[config.mk]
export PLATFORM = sky130hd
export DESIGN_NAME = wdr_timer
export DESIGN_NICKNAME = d
export VERILOG_FILES = /design/src/wdr_pkg.sv /design/src/wdr_timer.sv
export SDC_FILE = /design/constraint.sdc
export NUM_CORES = 1
export LEC_CHECK = 0
export BUFFER_PORTS_ARGS = -buffer_cell sky130_fd_sc_hd__buf_2
export CAP_MARGIN = 20
export CELL_PAD_IN_SITES_DETAIL_PLACEMENT = 2
export CELL_PAD_IN_SITES_GLOBAL_PLACEMENT = 2
export CORE_ASPECT_RATIO = 1.4
export CORE_MARGIN = 1.5
export CORE_UTILIZATION = 36
export DETAILED_ROUTE_END_ITERATION = 16
export MAX_ROUTING_LAYER = met4
export PLACE_DENSITY = 0.94
export SYNTH_ARGS = -nofsm -noshare
export SYNTH_HDL_FRONTEND = slang
export SYNTH_SLANG_ARGS = --single-unit
export TNS_END_PERCENT = 5
[constraint.sdc]
create_clock -name ref_clk -period 3.75 [get_ports ref_clk]
set_clock_uncertainty 0.15 [all_clocks]
set_input_delay 0.75 -clock ref_clk [delete_from_list [all_inputs] [get_ports ref_clk]]
set_output_delay 0.75 -clock ref_clk [all_outputs]
set_load 0.005 [all_outputs]
[src/wdr_pkg.sv]
// Package for the watchdog reload timer: register map, reset values,
// unlock codes and timing constants.
// Assumes nothing beyond a SystemVerilog compiler.
`default_nettype none

package wdr_pkg;

	// ==========================================================
	// Register map (byte addresses on the APB port)
	// ==========================================================
	// Printed offsets are not multiples of four, so each is an index.
	localparam logic [11:0] IDX_RELOAD_HIGH = 12'hFF2;
	localparam logic [11:0] IDX_RELOAD_LOW  = 12'hFF3;
	localparam logic [11:0] IDX_IRQ_STATUS  = 12'hFF4;
	localparam logic [11:0] IDX_IRQ_MASK    = 12'hFF5;
	localparam logic [11:0] IDX_CONTROL     = 12'hFF6;
	localparam logic [13:0] ADDR_RELOAD_HIGH = {IDX_RELOAD_HIGH, 2'b00};
	localparam logic [13:0] ADDR_RELOAD_LOW  = {IDX_RELOAD_LOW, 2'b00};
	localparam logic [13:0] ADDR_IRQ_STATUS  = {IDX_IRQ_STATUS, 2'b00};
	localparam logic [13:0] ADDR_IRQ_MASK    = {IDX_IRQ_MASK, 2'b00};
	localparam logic [13:0] ADDR_CONTROL     = {IDX_CONTROL, 2'b00};

	// ==========================================================
	// Reset values and unlock codes
	// ==========================================================
	localparam logic [7:0] RST_RELOAD_HIGH = 8'h04;
	localparam logic [7:0] RST_RELOAD_LOW  = 8'h00;
	localparam logic [7:0] UNLOCK_FIRST    = 8'h55;
	localparam logic [7:0] UNLOCK_SECOND   = 8'hAA;
	localparam logic [2:0] RST_IRQ_MASK    = 3'h0;

	// ==========================================================
	// Field positions
	// ==========================================================
	// Status and mask: timeout, stop recovery, unlock abort.
	localparam int BIT_EV_TIMEOUT = 0;
	localparam int BIT_EV_STOP    = 1;
	localparam int BIT_EV_ABORT   = 2;
	// Control register: refresh strobe (write one to refresh).
	localparam int BIT_CTL_REFRESH = 0;

	// ==========================================================
	// Timing: oscillator tick derived from the 200 MHz clock
	// ==========================================================
	localparam int CLK_HZ      = 200000000;
	localparam int OSC_HZ      = 10000;
	localparam int OSC_DIV     = CLK_HZ / OSC_HZ;

	// Unlock sequence states.
	typedef enum logic [3:0] {
		UL_LOCKED = 4'b0001,
		UL_GOT55  = 4'b0010,
		UL_OPEN   = 4'b0100,
		UL_HIGHWR = 4'b1000
	} wdr_unlock_t;

endpackage : wdr_pkg

`default_nettype wire

[src/wdr_timer.sv]
// Watchdog reload timer with APB register port, unlock sequence and a
// level interrupt for its own events.
// Assumes the oscillator tick is made from ref_clk; the option bits,
// debug, stop and oscillator enable levels are synchronous inputs.
`default_nettype none

module wdr_timer
	import wdr_pkg::*;
(
	input  wire logic        ref_clk,
	input  wire logic        rst_b,
	input  wire logic        clk_en,
	input  wire logic        psel,
	input  wire logic        penable,
	input  wire logic        pwrite,
	input  wire logic [31:0] paddr,
	input  wire logic [31:0] pwdata,
	output var  logic [31:0] prdata,
	output var  logic        pready,
	output var  logic        pslverr,
	input  wire logic        refresh_instr,
	input  wire logic        always_on_option,
	input  wire logic        rc_osc_enable,
	input  wire logic        timeout_response_select,
	input  wire logic        debug_mode,
	input  wire logic        stop_mode,
	output var  logic        exception_req,
	output var  logic        reset_req,
	output var  logic        stop_recovery,
	output var  logic        wdt_status_set,
	output var  logic        stop_flag_set,
	output var  logic        irq
);

	// ==========================================================
	// State
	// ==========================================================
	logic [15:0]  count;
	logic         running;
	logic [7:0]   reload_high_byte;
	logic [7:0]   reload_low_byte;
	logic [7:0]   pending_high;
	logic [2:0]   irq_status;
	logic [2:0]   irq_mask;
	logic [15:0]  osc_cnt;
	logic         osc_tick;
	wdr_unlock_t  ul_state;
	wdr_unlock_t  next_ul_state;

	// ==========================================================
	// Bus decode
	// ==========================================================
	// Every access is answered in its first access cycle.
	wire         acc        = psel & penable;
	wire         wr         = acc & pwrite;
	wire         rd         = acc & ~pwrite;
	wire [13:0]  a          = paddr[13:0];
	wire         hit_high   = (a == ADDR_RELOAD_HIGH);
	wire         hit_low    = (a == ADDR_RELOAD_LOW);
	wire         hit_stat   = (a == ADDR_IRQ_STATUS);
	wire         hit_mask   = (a == ADDR_IRQ_MASK);
	wire         hit_ctl    = (a == ADDR_CONTROL);
	wire         hit_any    = hit_high | hit_low | hit_stat | hit_mask
		| hit_ctl;
	wire         upper_ok   = (paddr[31:14] == 18'h00000);
	wire         mapped     = hit_any & upper_ok;
	wire [7:0]   wbyte      = pwdata[7:0];
	wire         wr_high    = wr & mapped & hit_high;
	wire         wr_low     = wr & mapped & hit_low;
	wire         sw_refresh = wr & mapped & hit_ctl
		& pwdata[BIT_CTL_REFRESH];
	wire         rd_stat    = rd & mapped & hit_stat;

	// ==========================================================
	// Unlock sequence
	// ==========================================================
	// Any out-of-order high write drops back to locked; low byte is
	// only accepted straight after the new high byte.
	wire commit_low = wr_low & (ul_state == UL_HIGHWR);
	wire ul_abort   = (wr_high & (ul_state == UL_HIGHWR))
		| (wr_high & (ul_state == UL_LOCKED) & (wbyte != UNLOCK_FIRST))
		| (wr_high & (ul_state == UL_GOT55) & (wbyte != UNLOCK_SECOND))
		| (wr_low & (ul_state != UL_HIGHWR));

	always_comb
	begin
		next_ul_state = ul_state;
		case (ul_state)
			UL_LOCKED:
			begin
				if (wr_high && wbyte == UNLOCK_FIRST)
					next_ul_state = UL_GOT55;
				else if (wr_low)
					next_ul_state = UL_LOCKED;
			end
			UL_GOT55:
			begin
				if (wr_high)
					next_ul_state = (wbyte == UNLOCK_SECOND)
						? UL_OPEN : UL_LOCKED;
				else if (wr_low)
					next_ul_state = UL_LOCKED;
			end
			UL_OPEN:
			begin
				if (wr_high)
					next_ul_state = UL_HIGHWR;
				else if (wr_low)
					next_ul_state = UL_LOCKED;
			end
			UL_HIGHWR:
			begin
				if (wr_high || wr_low)
					next_ul_state = UL_LOCKED;
			end
			default:
				next_ul_state = UL_LOCKED;
		endcase
	end

	always_ff @(posedge ref_clk or negedge rst_b)
	begin
		if (!rst_b)
			ul_state <= UL_LOCKED;
		else if (clk_en)
			ul_state <= next_ul_state;
	end

	// Stage the high byte; both bytes land together on the low write,
	// so a broken sequence never alters the stored value.
	always_ff @(posedge ref_clk or negedge rst_b)
	begin
		if (!rst_b)
			pending_high <= RST_RELOAD_HIGH;
		else if (clk_en && wr_high && ul_state == UL_OPEN)
			pending_high <= wbyte;
	end

	always_ff @(posedge ref_clk or negedge rst_b)
	begin
		if (!rst_b)
		begin
			reload_high_byte <= RST_RELOAD_HIGH;
			reload_low_byte  <= RST_RELOAD_LOW;
		end
		else if (clk_en && commit_low)
		begin
			reload_high_byte <= pending_high;
			reload_low_byte  <= wbyte;
		end
	end

	// ==========================================================
	// Oscillator tick
	// ==========================================================
	// Stands in for the dedicated RC oscillator: one tick per period.
	wire osc_wrap = (osc_cnt == 16'(OSC_DIV - 1));

	always_ff @(posedge ref_clk or negedge rst_b)
	begin
		if (!rst_b)
		begin
			osc_cnt  <= 16'h0000;
			osc_tick <= 1'b0;
		end
		else if (clk_en)
		begin
			osc_cnt  <= (osc_wrap || !rc_osc_enable)
				? 16'h0000 : osc_cnt + 16'h0001;
			osc_tick <= osc_wrap & rc_osc_enable;
		end
	end

	// ==========================================================
	// Counter
	// ==========================================================
	wire [15:0] reload_value = {reload_high_byte, reload_low_byte};
	wire        start        = ~running
		& (refresh_instr | sw_refresh | always_on_option);
	wire        reload_now   = start | (running
		& (refresh_instr | sw_refresh | debug_mode));
	wire        step         = running & osc_tick & rc_osc_enable
		& ~debug_mode;
	wire        hits_zero    = step & (count == 16'h0001);
	wire        timeout      = hits_zero & ~reload_now;
	wire        resp_reset   = timeout_response_select;

	// Once running, nothing but a reset clears it.
	always_ff @(posedge ref_clk or negedge rst_b)
	begin
		if (!rst_b)
			running <= 1'b0;
		else if (clk_en && start)
			running <= 1'b1;
	end

	always_ff @(posedge ref_clk or negedge rst_b)
	begin
		if (!rst_b)
			count <= {RST_RELOAD_HIGH, RST_RELOAD_LOW};
		else if (clk_en)
		begin
			if (reload_now || timeout)
				count <= reload_value;
			else if (step)
				count <= count - 16'h0001;
		end
	end

	// ==========================================================
	// Timeout responses
	// ==========================================================
	// One-cycle request pulses to the interrupt, reset and stop logic.
	always_ff @(posedge ref_clk or negedge rst_b)
	begin
		if (!rst_b)
		begin
			exception_req  <= 1'b0;
			reset_req      <= 1'b0;
			stop_recovery  <= 1'b0;
			wdt_status_set <= 1'b0;
			stop_flag_set  <= 1'b0;
		end
		else if (clk_en)
		begin
			exception_req  <= timeout & ~resp_reset;
			reset_req      <= timeout & resp_reset & ~stop_mode;
			stop_recovery  <= timeout & stop_mode;
			wdt_status_set <= timeout & (resp_reset | stop_mode);
			stop_flag_set  <= timeout & stop_mode;
		end
	end

	// ==========================================================
	// Interrupt status and mask
	// ==========================================================
	// A new event in the clearing read's cycle survives the clear.
	wire [2:0] events = {ul_abort, timeout & stop_mode, timeout};

	always_ff @(posedge ref_clk or negedge rst_b)
	begin
		if (!rst_b)
			irq_status <= 3'h0;
		else if (clk_en)
			irq_status <= (rd_stat ? 3'h0 : irq_status) | events;
	end

	always_ff @(posedge ref_clk or negedge rst_b)
	begin
		if (!rst_b)
			irq_mask <= RST_IRQ_MASK;
		else if (clk_en && wr && mapped && hit_mask)
			irq_mask <= pwdata[2:0];
	end

	always_ff @(posedge ref_clk or negedge rst_b)
	begin
		if (!rst_b)
			irq <= 1'b0;
		else if (clk_en)
			irq <= |(irq_status & irq_mask);
	end

	// ==========================================================
	// Read data and bus answer
	// ==========================================================
	// Reload addresses read the live counter bytes.
	wire [7:0] rd_byte =
		hit_high ? count[15:8] :
		hit_low  ? count[7:0]  :
		hit_stat ? {5'h00, irq_status} :
		hit_mask ? {5'h00, irq_mask} :
		8'h00;

	// pready rises in the first access cycle and drops the cycle after.
	always_ff @(posedge ref_clk or negedge rst_b)
	begin
		if (!rst_b)
		begin
			pready  <= 1'b0;
			pslverr <= 1'b0;
			prdata  <= 32'h00000000;
		end
		else if (clk_en)
		begin
			pready  <= psel & ~penable;
			pslverr <= psel & ~penable & ~mapped;
			prdata  <= (psel && !penable && !pwrite && mapped)
				? {24'h000000, rd_byte} : 32'h00000000;
		end
	end

endmodule : wdr_timer

`default_nettype wire

==> results.ini, run 1 <==
[floorplanning]
rows=50
core_um2=13260
initial_core_util_pct=36.58
ios=116
die_area_um2=14190
die_y_um=140.4
fp.dieW_um=101.1

[power]
vdd_drop_max_v=0.0002055
power.leakage_nw=2.538
p_per_area_nw_per_um2=395.6

[yosys]
synth_seq_cells=83
ys_seq_area_share_pct=42.91
ys_warn_count=0
avgSynthCellArea_um2=9.862
synth_edf_count=0
synth_ff_type=dfrtp_1
syn_area_um2=4852
synth_cell_type_count=69
synthCells=492
async_reset_ff_share_pct=100.0

[setup_path]
r2r_slack_ns=0.58
worstSetupStartpointType=primary input
worstPathArrival_ns=3.53
critPathTopFamily=simple AND/OR/NAND/NOR gates
path_max_fanout=11
path_buf_inv=2
r2r_cells=6
r2r-end=count[7]
max_stage_delay_ns=0.59
critical_path.endpoint_type=flop
r2r-start=count[4]
crit_slowest_cell=nor4_1
critPathKind=primary input to flop
crit_chain=buf_2, and3b_1, or4b_1, nor4_1, buf_4, o31a_1, o21ai_0, a22oi_1
required_ns=3.83

[clock_network]
cts_buffers=9
hold_buffers=0
root_buffer=clkbuf_16
clk_pin_slew_worst_paths_ns=0.06
cts_tree=done
cts_setup_buffers=0
clock_path_buffers=2
post_cts_resize_count=0
htree_num_levels=3
clk_latency_ns=0.34
clock-sinks=83

[timing]
maxSlewViolCount=0
fin_hold_ws_ns=0.2371
min_period_ns=3.455
fin_crit_sh_pct=92.15
fmax_mhz=289.4
tightest_slew_ns=0.7409
finalHoldViolCount=0
slew_headroom_pct=50.23
setup_viol_count_final=0
rsz0062_at_grt=no
fin_setup_tns_ns=0

[global_routing]
use_met1_pct=25.98
grt_pass1_wl_mm=27.38
grt.total_usage_pct=25.86
grt_pass1_vias=4840
groute.layer.met2.usage_pct=47.55
busiest_layer=met2
grtUsageMet3_pct=4.291
grt_max_degree=84
overflow=0
grt_antenna_before_repair=0

[placement]
io_buffers=67
place_hpwl_mm=12.11
gp_congestion=0.8629

[layout]
final_common_cell=dfrtp_1
diodes=0
drive_gt1_share_pct=24.42
area_growth_pct=15.06
nets=631
final_cell_mix=dfrtp_1, buf_2, nand2_1

[run_status]
outcome=complete, no violations

[hold_path]
hold_path_class=primary input to asynchronous set/reset pin

[flow_run]
maxCapViolations=0

[routing]
drc=0
wirelength_mm=17.12
ant_nets=0
vias=4253
wl_per_cell_um=23.17
viasPerCell=5.755
firstDrtPassIters=6
initialDrtViolationCount=173

-- layout make-up --
cell class              instances  area [um^2]
fillers                      1441         7680
multi-input cells             351         2437
flip-flops and latches         83         2082
repair buffers                 75        410.4
clock buffers                  13        240.2
well taps                     182        227.7
inverters                      32        120.1
clock inverters                 3        65.06
-- registers in the layout (all words and copies together), names as in the netlist --
signal	count
count	16
exception_req	1
irq	1
irq_mask	3
irq_status	3
osc_cnt	16
osc_tick	1
pending_high	8
prdata	8
pready	1
pslverr	1
reload_high_byte	8
reload_low_byte	8
reset_req	1
running	1
stop_flag_set	1
ul_state	4
wdt_status_set	1
-- worst reg2reg max path, cell delays in order (launching register included) --
cell and delay, ns:
dfrtp_1 0.47, nor3_1 0.65, nand2_1 0.22, o31ai_2 0.59, or2_1 0.46, o21ai_0 0.28
a22o_1 0.25
-- worst max-delay path by stage --
stage	startpoint	end	cells after the start
after detailed placement	paddr[5]	count[7]	8
final	paddr[5]	count[8]	8
after global placement	paddr[0]	count[7]	8
after floorplan	paddr[0]	reload_low_byte[3]	8
after CTS	paddr[5]	count[8]	8
after global routing	paddr[5]	count[8]	8
-- metal layers --
metal	wire, um	up-vias
li1	-	1880
met1	6081	2171
met2	9649	146
met3	660	56
met4	731	0
met5	0	-
-- kinds of logic after synthesis --
group / after synthesis / share of synthesized area [%]
mux: 42 / 10.08
simple gates: 167 / 21.69
flops: 83 / 42.91
xor+xnor: 6 / 1.083
compound gates: 109 / 14.65
fa+ha+maj: 3 / 0.7737
other cells: 1 / 0.07729
buf+inv: 81 / 8.742
-- where the power goes --
part / leakage (nW) / switching [mW] / internal [mW]
Sequential: 1.12 / 0.0495 / 0.926
Combinational: 1.27 / 0.191 / 0.0958
Clock: 0.148 / 0.362 / 0.584
-- cells in the mapped netlist (all sizes together) (5+ instances only) --
| library cell | n | area [um^2] |
|---|---|---|
| inv | 32 | 120.1 |
| dfrtp | 79 | 1977 |
| a22oi | 7 | 52.55 |
| mux2 | 31 | 379.1 |
| o21ai | 30 | 150.1 |
| nor2 | 25 | 101.4 |
| nand3 | 18 | 95.09 |
| nand4 | 10 | 62.56 |
| nand2 | 36 | 137.6 |
| o31a | 5 | 43.79 |
| nor3 | 12 | 60.06 |
| nor4 | 13 | 147.6 |
| or4 | 5 | 37.54 |
| o22ai | 20 | 125.1 |
| o31ai | 5 | 42.54 |
| and2 | 5 | 31.28 |
| mux2i | 11 | 110.1 |
| clkbuf | 11 | 41.29 |
| and3 | 11 | 68.82 |
| xor2 | 5 | 43.79 |
| a21oi | 17 | 85.08 |
| buf | 38 | 262.8 |
-- through the flow --
step	utilization, %	worst slack [ns]	area (um^2)	power (mW)	instances
floorplan	-	0.8848	4938	1.142	515
global placement	39.64	0.3845	5258	1.225	722
detailed placement	39.64	0.1178	5258	1.259	722
CTS	41.94	0.3906	5563	2.217	738
global route	42.09	0.2688	5583	2.286	739
finish	42.09	0.2945	5583	2.208	739
Power figures use the tool's default switching activity.
==> run 2, diff against run 1 <==
--- a/config.mk
+++ b/config.mk
@@ -14,8 +14,8 @@
 export CORE_UTILIZATION = 36
 export DETAILED_ROUTE_END_ITERATION = 16
 export MAX_ROUTING_LAYER = met4
-export PLACE_DENSITY = 0.94
+export PLACE_DENSITY_LB_ADDON = 0.1
 export SYNTH_ARGS = -nofsm -noshare
 export SYNTH_HDL_FRONTEND = slang
 export SYNTH_SLANG_ARGS = --single-unit
-export TNS_END_PERCENT = 5
+export TNS_END_PERCENT = 1
==> run 2 against run 1 <==
Die area did not move. Non-clock buffer count rose by 3. Power decreased by 1.1%. Cell count increased by 0.41%. Utilization up 0.17 points. Wire length shrank 16%. First-iteration DRC count shrank 43%. Worst setup slack improved by 0.46 ns.
==> results.ini, run 2 (same netlist as run 1, synthesis figures left out) <==
[routing]
drc=0  ; unchanged
wl_per_cell_um=19.39  ; was 23.17 um
vias=4042  ; was 4253
firstDrtPassIters=6  ; unchanged
initialDrtViolationCount=98  ; was 173
viasPerCell=5.447  ; was 5.755
wirelength_mm=14.39  ; was 17.12 mm
ant_nets=0  ; unchanged

[floorplanning]
die_y_um=140.4  ; unchanged
core_um2=13260  ; unchanged
rows=50  ; unchanged
die_area_um2=14190  ; unchanged
initial_core_util_pct=36.58  ; unchanged
ios=116  ; unchanged
fp.dieW_um=101.1  ; unchanged

[clock_network]
cts_setup_buffers=0  ; unchanged
clk_latency_ns=0.34  ; about the same
cts_tree=done  ; unchanged
cts_buffers=9  ; unchanged
root_buffer=clkbuf_16  ; unchanged
post_cts_resize_count=0  ; unchanged
clk_pin_slew_worst_paths_ns=0.06  ; about the same
clock-sinks=83  ; unchanged
htree_num_levels=3  ; unchanged
clock_path_buffers=2  ; unchanged
hold_buffers=0  ; unchanged

[timing]
slew_headroom_pct=55.63  ; was 50.23%
tightest_slew_ns=0.6655  ; was 0.7409 ns
fin_setup_tns_ns=0  ; unchanged
min_period_ns=2.994  ; was 3.455 ns
maxSlewViolCount=0  ; unchanged
fmax_mhz=334.0  ; was 289.4 MHz
fin_crit_sh_pct=79.83  ; was 92.15%
finalHoldViolCount=0  ; unchanged
setup_viol_count_final=0  ; unchanged
rsz0062_at_grt=no  ; unchanged

[layout]
final_cell_mix=dfrtp_1, buf_2, nand2_1  ; unchanged
finish.instance_area_um2=5605  ; was 5583 um^2
diodes=0  ; unchanged
nets=634  ; was 631
final_common_cell=dfrtp_1  ; unchanged
area_growth_pct=15.52  ; was 15.06%
drive_gt1_share_pct=25.36  ; was 24.42%
top_regs=count x16, osc_cnt x16  ; unchanged
finish.utilization_pct=42.26  ; was 42.09%

[setup_path]
crit_slowest_cell=nor2_4  ; was nor4_1
r2r_slack_ns=1.14  ; was 0.58 ns
path_buf_inv=1  ; was 2
required_ns=3.83  ; about the same
critPathKind=primary input to flop  ; unchanged
critical_path.endpoint_type=flop  ; unchanged
max_stage_delay_ns=0.45  ; was 0.59 ns
worstSetupStartpointType=primary input  ; unchanged
path_max_fanout=16  ; was 11
crit_chain=buf_2, and3b_1, or3b_1, nor4_1, nand4_1, nor2_4, mux2_2  ; was buf_2, and3b_1, or4b_1, nor4_1, buf_4, o31a_1, o21ai_0, a22oi_1
worstPathArrival_ns=3.07  ; was 3.53 ns
critPathTopFamily=simple AND/OR/NAND/NOR gates  ; unchanged

[placement]
placed_area_um2=5294  ; was 5258 um^2
gp_congestion=0.8296  ; was 0.8629
io_buffers=67  ; unchanged
place_hpwl_mm=10.81  ; was 12.11 mm

[global_routing]
grt_pass1_wl_mm=23.95  ; was 27.38 mm
grt.total_usage_pct=22.30  ; was 25.86%
grt_pass1_vias=4521  ; was 4840
grt_max_degree=48  ; was 84
overflow=0  ; unchanged
grt_antenna_before_repair=0  ; unchanged

[flow_run]
maxCapViolations=0  ; unchanged

[hold_path]
hold_path_class=primary input to asynchronous set/reset pin  ; unchanged

[power]
seqPwrFrac_pct=44.4  ; was 44.2%
intPower_mw=1.607  ; was 1.606 mW
p_clk_share_pct=43.3  ; was 42.8%
power.leakage_nw=2.554  ; was 2.538 nW
vdd_drop_max_v=0.0002058  ; was 0.0002055 V
p_per_area_nw_per_um2=389.8  ; was 395.6 nW/um^2
power_frac_comb_pct=12.3  ; was 13.0%
swShare_pct=26.46  ; was 27.26%
p_switching_uw=578.0  ; was 602.1 uW

[run_status]
outcome=complete, no violations  ; unchanged

## run 2: cell count changes in the layout (fill, tap and decap cells not counted), sizes merged
cell / previous run / this run
clkinv: 1 / 2
buf: 75 / 78
clkbuf: 13 / 11
inv: 32 / 33
## run 2: power by group through the flow
| stage | combinational, mW | sequential, mW | clock (mW) |
|---|---|---|---|
| 6_report | 0.269 | 0.969 | 0.946 |
| 5_1_grt | 0.303 | 0.975 | 1.00 |
| 4_1_cts | 0.273 | 0.969 | 0.968 |
| 3_5_place_dp | 0.269 | 0.985 | 0 |
| 3_3_place_gp | 0.257 | 0.982 | 0 |
| 2_1_floorplan | 0.175 | 0.966 | 0 |
## run 2: cell type report
class                           count  area (um^2)
Inverter                           32        120.1
Multi-Input combinational cell    351         2444
Timing Repair Buffer               78        420.4
Fill cell                        1527         7657
Clock inverter                      5        78.83
Tap cell                          182        227.7
Sequential cell                    83         2082
Clock buffer                       11        232.7
## run 2: layer usage
layer  global-route usage [%]  share of wire (%)  up-vias  routed length (um)
met4                    6.798                1.8        0                 265
met3                    3.393                2.3       17                 329
met2                    40.94                 56       59                8036
met1                    24.31                 40     2086                5755
li1                         -                  -     1880                   -
met5                        -                  0        -                   0
## run 2: through the flow
stage	hold WS (ns)	total power, mW	std cells	setup slack, ns
2_1_floorplan	0.3012	1.142	515	0.8848
3_3_place_gp	0.3345	1.239	726	0.4271
4_1_cts	0.3184	2.210	742	0.7622
3_5_place_dp	0.3420	1.254	726	0.4069
6_report	0.2948	2.185	742	0.7563
5_1_grt	0.3307	2.282	742	0.6668
## run 2: path summary, 6_finish.rpt
path / to / from / depth (start not counted)
setup / recovery: reload_high_byte[6] / paddr[5] / 7
hold / removal: osc_cnt[12] / rst_b / 1
setup reg to reg: count[7] / count[1] / 9
hold reg to reg: pending_high[7] / pending_high[7] / 1
max in group asynchronous: count[10] / rst_b / 2
min in group ref_clk: pending_high[7] / pending_high[7] / 1
